$ cat config.mk
export PLATFORM = sky130hd
export DESIGN_NAME = lss_ctrl_flat
export DESIGN_NICKNAME = d
export VERILOG_FILES = /design/src/shared/lss_pkg.sv /design/src/shared/lss_if.sv /design/src/hdl/lss_fifo.sv /design/src/hdl/lss_ctrl.sv /design/src/flat_wrapper.sv
export SDC_FILE = /design/constraint.sdc
export NUM_CORES = 1
export LEC_CHECK = 0
export ABC_AREA = 1
export BUFFER_PORTS_ARGS = -buffer_cell sky130_fd_sc_hd__buf_4
export CAP_MARGIN = 15
export CORE_MARGIN = 2
export CORE_UTILIZATION = 51
export CTS_CLUSTER_DIAMETER = 40
export CTS_CLUSTER_SIZE = 14
export DETAILED_ROUTE_END_ITERATION = 10
export GPL_ROUTABILITY_DRIVEN = 0
export GPL_TIMING_DRIVEN = 0
export PLACE_DENSITY_LB_ADDON = 0.12
export SYNTH_ARGS = -nofsm -noshare
export SYNTH_HDL_FRONTEND = slang
export SYNTH_SLANG_ARGS = --single-unit
$ cat constraint.sdc
create_clock -name clk -period 2.9 [get_ports clk]
set_clock_uncertainty 0.05 [all_clocks]
set_input_delay 0.29 -clock clk [delete_from_list [all_inputs] [get_ports clk]]
set_output_delay 0.29 -clock clk [all_outputs]
set_load 0.05 [all_outputs]
$ cat src/shared/lss_pkg.sv
package lss_pkg;
    localparam int LSS_CHANNELS       = 16;
    localparam int LSS_CLK_MHZ        = 25;
    localparam int LSS_SCK_HALF_NS    = 160;
    localparam int LSS_SCK_HALF_CYC   = (LSS_SCK_HALF_NS * LSS_CLK_MHZ) / 1000;
    localparam int LSS_STROBE_NS      = 320;
    localparam int LSS_STROBE_CYC     = (LSS_STROBE_NS * LSS_CLK_MHZ + 999) / 1000;
    localparam int LSS_LAT_SCK_NS     = 100;
    localparam int LSS_LAT_SCK_CYC    = (LSS_LAT_SCK_NS * LSS_CLK_MHZ + 999) / 1000;
    localparam int LSS_FIFO_DEPTH     = 4;
    localparam logic [15:0] LSS_TEST_SEED = 16'hACE1;
    localparam logic [15:0] LSS_LFSR_TAPS = 16'hB400;
    localparam logic [15:0] LSS_RESET_WORD = 16'h0000;

    typedef enum logic [4:0] {
        LSS_IDLE   = 5'h01,
        LSS_LOW    = 5'h02,
        LSS_HIGH   = 5'h04,
        LSS_STROBE = 5'h08,
        LSS_GAP    = 5'h10
    } lss_state_t;
endpackage

$ cat src/shared/lss_if.sv
`timescale 1ns/1ns
interface lss_if;
    logic        shift_clk;
    logic        serial_in;
    logic        transfer_strobe;
    logic        blank;
    logic        serial_out;

    modport sink (
        input  shift_clk,
        input  serial_in,
        input  transfer_strobe,
        input  blank,
        output serial_out
    );
    modport ctrl (
        output shift_clk,
        output serial_in,
        output transfer_strobe,
        output blank,
        input  serial_out
    );
endinterface

$ cat src/hdl/lss_fifo.sv
`timescale 1ns/1ns
module lss_fifo #(
    parameter int WIDTH = 16,
    parameter int DEPTH = 4
) (
    input  wire logic             clk,       // System clock
    input  wire logic             reset_n,   // Sync reset
    input  wire logic             clk_en,    // Freeze when low
    input  wire logic             in_valid,  // Write request
    output logic                  in_ready,  // Not full
    input  wire logic [WIDTH-1:0] in_data,   // Write word
    output logic                  out_valid, // Not empty
    input  wire logic             out_ready, // Read accept
    output logic      [WIDTH-1:0] out_data   // Head word
);
    localparam int AW = $clog2(DEPTH);
    initial begin
        if (DEPTH < 2 || (1 << AW) != DEPTH) $error("DEPTH must be a power of two");
    end
    logic [WIDTH-1:0] mem_ff [DEPTH];
    logic [AW:0]      wr_ff;
    logic [AW:0]      rd_ff;
    logic             push;
    logic             pop;

    assign in_ready  = (wr_ff - rd_ff) != (AW+1)'(DEPTH);
    assign out_valid = wr_ff != rd_ff;
    assign push      = in_valid && in_ready;
    assign pop       = out_valid && out_ready;
    assign out_data  = mem_ff[rd_ff[AW-1:0]];

    always_ff @(posedge clk) begin
        if (clk_en && push) begin
            mem_ff[wr_ff[AW-1:0]] <= in_data;
        end
    end

    always_ff @(posedge clk) begin
        if (!reset_n) begin
            wr_ff <= '0;
            rd_ff <= '0;
        end else if (clk_en) begin
            if (push) wr_ff <= wr_ff + 1'b1;
            if (pop)  rd_ff <= rd_ff + 1'b1;
        end
    end
endmodule // lss_fifo

$ cat src/hdl/lss_ctrl.sv
`timescale 1ns/1ns
module lss_ctrl import lss_pkg::*; #(
    parameter int CHANNELS = LSS_CHANNELS,
    parameter int DEPTH    = LSS_FIFO_DEPTH
) (
    input  wire logic                clk,       // System clock
    input  wire logic                reset_n,   // Sync reset
    input  wire logic                clk_en,    // Freeze when low
    lss_if.ctrl                      link,      // Pins to sink
    input  wire logic                wr_valid,  // Word offered
    output logic                     wr_ready,  // FIFO has room
    input  wire logic [CHANNELS-1:0] wr_data,   // Bit n = channel n
    input  wire logic                blank_req, // Request outputs off
    output logic                     busy,      // Word in flight
    output logic                     loaded     // A word has been strobed
);
    initial begin
        if (LSS_SCK_HALF_CYC < 1) $error("Shift half period too short");
        if (CHANNELS != LSS_CHANNELS) $error("CHANNELS must be 16");
    end
    localparam int CW = 8;
    lss_state_t          state_ff;
    logic [CW-1:0]       cnt_ff;
    logic [4:0]          bit_ff;
    logic [CHANNELS-1:0] word_ff;
    logic                loaded_ff;
    logic                q_valid;
    logic                q_ready;
    logic [CHANNELS-1:0] q_data;
    logic                cnt_done;

    lss_fifo #(.WIDTH(CHANNELS), .DEPTH(DEPTH)) u_fifo (
        .clk      (clk),
        .reset_n  (reset_n),
        .clk_en   (clk_en),
        .in_valid (wr_valid),
        .in_ready (wr_ready),
        .in_data  (wr_data),
        .out_valid(q_valid),
        .out_ready(q_ready),
        .out_data (q_data)
    );

    assign q_ready  = (state_ff == LSS_IDLE);
    assign cnt_done = (cnt_ff == '0);

    always_ff @(posedge clk) begin
        if (!reset_n) begin
            state_ff <= LSS_IDLE;
            cnt_ff   <= '0;
            bit_ff   <= '0;
            word_ff  <= '0;
        end else if (clk_en) begin
            case (state_ff)
                LSS_IDLE: begin
                    if (q_valid) begin
                        word_ff  <= q_data;
                        bit_ff   <= 5'(CHANNELS - 1);
                        cnt_ff   <= CW'(LSS_SCK_HALF_CYC - 1);
                        state_ff <= LSS_LOW;
                    end
                end
                LSS_LOW: begin
                    if (cnt_done) begin
                        cnt_ff   <= CW'(LSS_SCK_HALF_CYC - 1);
                        state_ff <= LSS_HIGH;
                    end else cnt_ff <= cnt_ff - 1'b1;
                end
                LSS_HIGH: begin
                    if (cnt_done) begin
                        cnt_ff <= CW'(LSS_SCK_HALF_CYC - 1);
                        if (bit_ff == '0) begin
                            cnt_ff   <= CW'(LSS_STROBE_CYC - 1);
                            state_ff <= LSS_STROBE;
                        end else begin
                            bit_ff   <= bit_ff - 1'b1;
                            state_ff <= LSS_LOW;
                        end
                    end else cnt_ff <= cnt_ff - 1'b1;
                end
                LSS_STROBE: begin
                    if (cnt_done) begin
                        cnt_ff   <= CW'(LSS_STROBE_CYC + LSS_LAT_SCK_CYC - 1);
                        state_ff <= LSS_GAP;
                    end else cnt_ff <= cnt_ff - 1'b1;
                end
                LSS_GAP: begin
                    // Keeps next shift edge clear of the strobe edge
                    if (cnt_done) state_ff <= LSS_IDLE;
                    else cnt_ff <= cnt_ff - 1'b1;
                end
                default: state_ff <= LSS_IDLE;
            endcase
        end
    end

    // Exactly one strobe per fully shifted word
    always_ff @(posedge clk) begin
        if (!reset_n) begin
            loaded_ff <= 1'b0;
        end else if (clk_en && state_ff == LSS_STROBE && cnt_done) begin
            loaded_ff <= 1'b1;
        end
    end

    assign link.shift_clk       = (state_ff == LSS_HIGH);
    assign link.serial_in       = (state_ff == LSS_LOW || state_ff == LSS_HIGH)
                                  ? word_ff[bit_ff[3:0]] : 1'b0;
    assign link.transfer_strobe = (state_ff == LSS_STROBE);
    // Blank held from reset until a word is in the latch
    assign link.blank           = !loaded_ff || blank_req;
    assign busy                 = (state_ff != LSS_IDLE);
    assign loaded               = loaded_ff;
endmodule // lss_ctrl

$ cat src/flat_wrapper.sv
// flat-port wrapper written by rule: the top's interface ports become plain ports
module lss_ctrl_flat import lss_pkg::*;
#(
    parameter int CHANNELS = LSS_CHANNELS,
    parameter int DEPTH    = LSS_FIFO_DEPTH
)
  (clk, reset_n, clk_en, wr_valid, wr_ready, wr_data, blank_req, busy, loaded, link_shift_clk, link_serial_in, link_transfer_strobe, link_blank, link_serial_out);
  lss_if link_i ();
  input  wire logic clk;
  input  wire logic reset_n;
  input  wire logic clk_en;
  input  wire logic wr_valid;
  output logic wr_ready;
  input  wire logic [CHANNELS-1:0] wr_data;
  input  wire logic blank_req;
  output logic busy;
  output logic loaded;
  output wire logic [$bits(link_i.shift_clk)-1:0] link_shift_clk;
  output wire logic [$bits(link_i.serial_in)-1:0] link_serial_in;
  output wire logic [$bits(link_i.transfer_strobe)-1:0] link_transfer_strobe;
  output wire logic [$bits(link_i.blank)-1:0] link_blank;
  input wire logic [$bits(link_i.serial_out)-1:0] link_serial_out;
  assign link_shift_clk = link_i.shift_clk;
  assign link_serial_in = link_i.serial_in;
  assign link_transfer_strobe = link_i.transfer_strobe;
  assign link_blank = link_i.blank;
  assign link_i.serial_out = link_serial_out;
  lss_ctrl #(.CHANNELS(CHANNELS), .DEPTH(DEPTH)) u_core (.clk(clk), .reset_n(reset_n), .clk_en(clk_en), .link(link_i), .wr_valid(wr_valid), .wr_ready(wr_ready), .wr_data(wr_data), .blank_req(blank_req), .busy(busy), .loaded(loaded));
endmodule
## Word-level counts from Yosys, hierarchy flattened

Memory sizes are Yosys's and may differ from the RTL's. A register that Yosys moved wholly into a read port is not among the register bits.
Index checks and enable logic that the tools add are counted.

| storage, ports and cells | value |
|---|---|
| flip-flop bits (word level) | 25 |
| latch bits | 0 |
| memory bits (writable) | 64 |
| ROM bits | 0 |
| input bits | 22 |
| output and inout port bits | 7 |
| memories kept | 1 |

Memories:

| memory | words | bits a word | rd ports | clocked after Yosys merged registers in | write ports | line | RTL |
|---|---|---|---|---|---|---|---|
| u_core.u_fifo.mem_ff | 4 | 16 | 1 | 1 | 1 | lss_fifo.sv:20 | `logic [WIDTH-1:0] mem_ff [DEPTH];` |

| operators by class | value |
|---|---|
| add/sub/neg operators | 5 |
| multipliers | 0 |
| div/mod/pow operators | 0 |
| $lt $le $gt $ge | 1 |
| equal/unequal tests | 15 |
| shift-type cells | 0 |
| multiplexer cells | 23 |
| bitwise logic cells | 0 |
| reductions and logical operators | 19 |

Operator list:

| cell | number |
|---|---|
| $mux W5 | 8 |
| $mux W8 | 5 |
| $pmux W8 S5 | 1 |
| $pmux W5 S5 | 1 |
| $pmux W5 S2 | 1 |
| $logic_not A8 Y1 | 1 |
| $ne A2 B1 Y1 const B | 4 |
| $sub A8 B1 Y8 const B | 1 |
| $add A3 B1 Y3 const B | 2 |
| $ne A2 B2 Y1 const B | 3 |
| $reduce_and A6 Y1 | 1 |
| $eq A5 B1 Y1 const B | 1 |
| $eq A5 B2 Y1 const B | 1 |
| $eq A5 B3 Y1 const B | 1 |
| $eq A5 B4 Y1 const B | 1 |
| $eq A5 B5 Y1 const B | 1 |
| $logic_and A1 B1 Y1 | 5 |
| $logic_not A5 Y1 | 1 |
| $lt A4 B5 Y1 const B | 1 |
| $ne A5 B1 Y1 const B | 1 |
| $reduce_and A5 Y1 | 1 |
| $reduce_bool A5 Y1 | 1 |
| $sub A5 B1 Y5 const B | 1 |
| $bmux W1 S4 | 1 |
| 12 further kinds | 18 |

## Logic depth before layout (Yosys ltp)

| logic depth | value |
|---|---|
| word-level depth | 6 |
| depth in mapped cells | 13 |
| gate-level depth less buffers | 12 |

## By module

A second synthesis with hierarchy kept.

| second synthesis, totals | value |
|---|---|
| cells, all modules | 561 |
| area, all modules | 5027.3 µm² |

By module, submodules not included:

| module | times used | cells each | area an instance (µm²) | seq. area each (µm²) |
|---|---|---|---|---|
| lss_fifo | 1 | 231 | 2881.5 | 2082.0 |
| lss_ctrl | 1 | 330 | 2145.8 | 700.7 |

## Worst setup path before layout

No wires, ideal clock.

| timing | value |
|---|---|
| path kind | reg2reg |
| from | reg u_core.u_fifo.rd_ff[1] |
| to | mem u_core.u_fifo.mem_ff[3][0], enable pin |
| arrival | 2919 ps |
| setup slack | -458 ps |
| cell stages (with the launch flop) | 10 |
| buffers on the path | 2 |
| period minus slack after synthesis | 3358 ps |
| path through | dfxtp_1 buf_2 clkinv_1 buf_2 ha_1 a21oi_1 nand2_1 nand3_1 nand3_1 nor2_1 |

| between the ends | value |
|---|---|
| cells in the longest elaborated chain, start to end | 6 |

RTL lines:

| what | line | RTL |
|---|---|---|
| from (decl) | lss_fifo.sv:22 | `logic [AW:0] rd_ff;` |
| from (signal assigned) | lss_fifo.sv:44 | `if (pop) rd_ff <= rd_ff + 1'b1;` |
| $sub A3 B3 Y3 | lss_fifo.sv:26 | `assign in_ready = (wr_ff - rd_ff) != (AW+1)'(DEPTH);` |
| $ne A3 B3 Y1 | lss_fifo.sv:26 |  |
| named net wr_ready | flat_wrapper.sv:13 | `output logic wr_ready;` |
| $logic_and A1 B1 Y1 | lss_fifo.sv:28 | `assign push = in_valid && in_ready;` |
| $logic_and A1 B1 Y1 | lss_fifo.sv:33 | `if (clk_en && push) begin` |
| $mux W1 | lss_fifo.sv:33 |  |
| $mux W1 (not written as such) | lss_fifo.sv:34 | `mem_ff[wr_ff[AW-1:0]] <= in_data;` |
| to (decl) | lss_fifo.sv:20 |  |

The timed path passes the listed nets, and every way through them passes these cells.

## Worst setup path after layout

| timing | value |
|---|---|
| from | reg u_core.u_fifo.rd_ff[1] |
| to | out wr_ready |

| between the ends | value |
|---|---|
| cells in the longest elaborated chain, start to end | 2 |

RTL lines:

| what | line |
|---|---|
| $sub A3 B3 Y3 | lss_fifo.sv:26 |
| $ne A3 B3 Y1 | lss_fifo.sv:26 |
| to (decl) | flat_wrapper.sv:13 |

No other way between the ends.

==> flow_summary.toml <==
[logic_synthesis]
yosysWarnings = 0
synth_edf_count = 64
synth-async-reset-ratio = 0
ys_ff_latch = 105
synth.cell_area_mm2 = 0.004792
ys.flop_type = "edfxtp_1"
seq_area_frac_synth = 0.5723
syn_inst = 515
avgSynthCellArea_um2 = 9.305
synth_cell_types = 31
syn-num-nets = 548

[floorplan]
design.portCount = 29
die_y_um = 100.9
row_count = 35
start_util = 0.5211
core_mm2 = 0.009196
die_width_um = 100.9
dieArea_mm2 = 0.01019

[clock_network]
cts_root_buffer = "clkbuf_8"
cts.sinks = 105
clockBufferDepth = 2
clk_latency_ns = 0.38
cts_hold_buffers = 0
cts_buffers = 9
htree_levels = 3
clk_pin_slew_ns = 0.10
cts_tree = "yes"

[final_layout]
drive_above_1_share = 0.1480
layout_commonest_cell = "nor2_1"
fin_cells = 672
final_area_mm2 = 0.005435
fill_cells = 826
synthToLayoutAreaGrowth_pct = 13.42
utilization = 0.5910
final_cell_mix = "93 x nor2_1, 70 x nand2_1, 64 x edfxtp_1, 49 x o21ai_0, 41 x dfxtp_1"
layout.nets = 589
antenna_cells = 0

[route]
wl_per_cell_um = 15.22
drt_first_pass_iters = 4
drc = 0
routed_wl_um = 10230
vias_per_cell = 5.423
vias = 3644
ant_nets = 0
first_iter_violations = 258

[timing]
fin_crit_sh = 0.9556
finalSetupViolCount = 0
rsz0062_at_grt = "false"
drv_slew = 0
fin_crit_ns = 2.771
max_slew_margin = 0.6166
finalHoldViolations = 0
worst_slew_pin_slew_ns = 0.5751
timing.fmax_mhz = 360.9
tns_ns = 0

[pwr]
max-vdd-ir-drop_uv = 478.7
p_leak_nw = 2.081
powerDensity_mw_per_mm2 = 944.2
total_power_mw = 5.132

[global_route]
grt_first_pass_wirelength_um = 17150
grt_pass1_vias = 3586
gr-total-overflow = 0
grt_max_degree = 20
antenna_found_initial = 0
grt.total_usage = 0.2173

[critical_path]
criticalPathCategory = "reg2out"
cp.arrival_ns = 2.43
cp.required_ns = 2.56
path_max_fanout = 10
end_kind = "output pin"
startpoint_type = "flop"

[run_status]
status = "finished clean"

[run]
cap_viol_max_count = 0

[placement]
placed_cells = 652
io_buffers = 26
hpwlAfterDp_um = 6962
postPlaceCellArea_mm2 = 0.005166

[hold_path]
hp-class = "in2reg"
-- where the power goes --
group / leakage, nW / internal, mW / switching (mW)
sequential: 0.915 / 1.84 / 0.164
clock: 0.0892 / 0.325 / 0.531
combinational: 1.08 / 0.749 / 1.53
-- final cells by class --
type / instances / area (um^2) / area share
Tap cell: 111 / 138.9 / 0.02555
Buffer: 18 / 90.09 / 0.01657
Clock buffer: 10 / 127.6 / 0.02348
Clock inverter: 6 / 50.05 / 0.009208
Inverter: 43 / 167.7 / 0.03085
Sequential cell: 105 / 2743 / 0.5046
Multi-Input combinational cell: 349 / 1843 / 0.3391
Timing Repair Buffer: 30 / 275.3 / 0.05064
-- logic make-up (layout without fill, tap and decap cells) --
| logic type | count (synthesis) | after routing | share of synthesized area |
|---|---|---|---|
| AOI/OAI and AO/OA | 107 | 107 | 0.1196 |
| and+or+nand+nor | 222 | 222 | 0.2099 |
| DFF | 105 | 105 | 0.5723 |
| adders and majority gates | 11 | 11 | 0.02872 |
| buffers and inverters | 61 | 107 | 0.05300 |
| xor gates and xnor gates | 9 | 9 | 0.01645 |
-- per-stage QoR --
step / worst slack [ns] / hold slack (ns)
6_report: 0.1288 / 0.05215
5_1_grt: 0.009671 / 0.03402
3_3_place_gp: -0.1232 / 0.4003
2_1_floorplan: 0.2090 / 0.3389
4_1_cts: 0.06328 / 0.04630
3_5_place_dp: -0.2201 / 0.4024
-- worst paths after layout --
path	startpoint	end	slack, ns	cells past startpoint
setup / recovery	u_core.u_fifo.rd_ff[1]	wr_ready	0.13	9
hold / removal	wr_data[10]	u_core.u_fifo.mem_ff[2][10]	0.05	1
setup reg to reg	u_core.u_fifo.rd_ff[1]	u_core.u_fifo.mem_ff[3][15]	0.20	10
hold reg to reg	u_core.cnt_ff[6]	u_core.cnt_ff[6]	0.42	2
-- synth_stat cells, drive strengths merged (2+ instances only) --
cell type,number,share of area
dfxtp,41,0.17
nand4,9,0.015
a21oi,23,0.024
a31oi,16,0.021
xor2,8,0.015
nand2,74,0.060
ha,11,0.029
inv,41,0.033
nand3b,2,0.0031
nor2,108,0.097
clkinv,2,0.0016
edfxtp,64,0.40
clkbuf,10,0.0078
nand3,28,0.034
o21ai,66,0.071
buf,8,0.011
-- flip-flops by register name, indices dropped and copies added (netlist names) --
register,flops
u_core.bit_ff,5
u_core.cnt_ff,8
u_core.loaded,1
u_core.state_ff,5
u_core.u_fifo.mem_ff,64
u_core.u_fifo.rd_ff,3
u_core.u_fifo.wr_ff,3
u_core.word_ff,16
-- critical path, stage by stage, from the launching register on --
cell and delay, ns:
dfxtp_1 0.35, buf_2 0.24, clkinvlp_4 0.25, buf_2 0.28, ha_1 0.33, a21oi_1 0.19
inv_1 0.06, nand2_1 0.07, nand3_2 0.09, buf_4 0.21
-- layer usage --
metal | global-route usage | up-vias | routed length [um]
li1 | - | 1828 | -
met1 | 0.2738 | 1744 | 4678
met2 | 0.3779 | 57 | 5036
met3 | 0.03953 | 15 | 340
met4 | 0.07277 | 0 | 176
met5 | 0 | - | 0
-- what timing repair did --
| item | CTS | global route |
|---|---|---|
| endpoints found under the setup margin | 65 | 65 |
| gates cloned | 0 | 0 |
| endpoints found under the hold margin | 0 | 0 |
| pin swaps | 4 | 0 |
| gates resized for setup | 0 | 2 |
| buffers inserted | 4 | 0 |
Note: power is estimated with default switching activity, not from simulation.
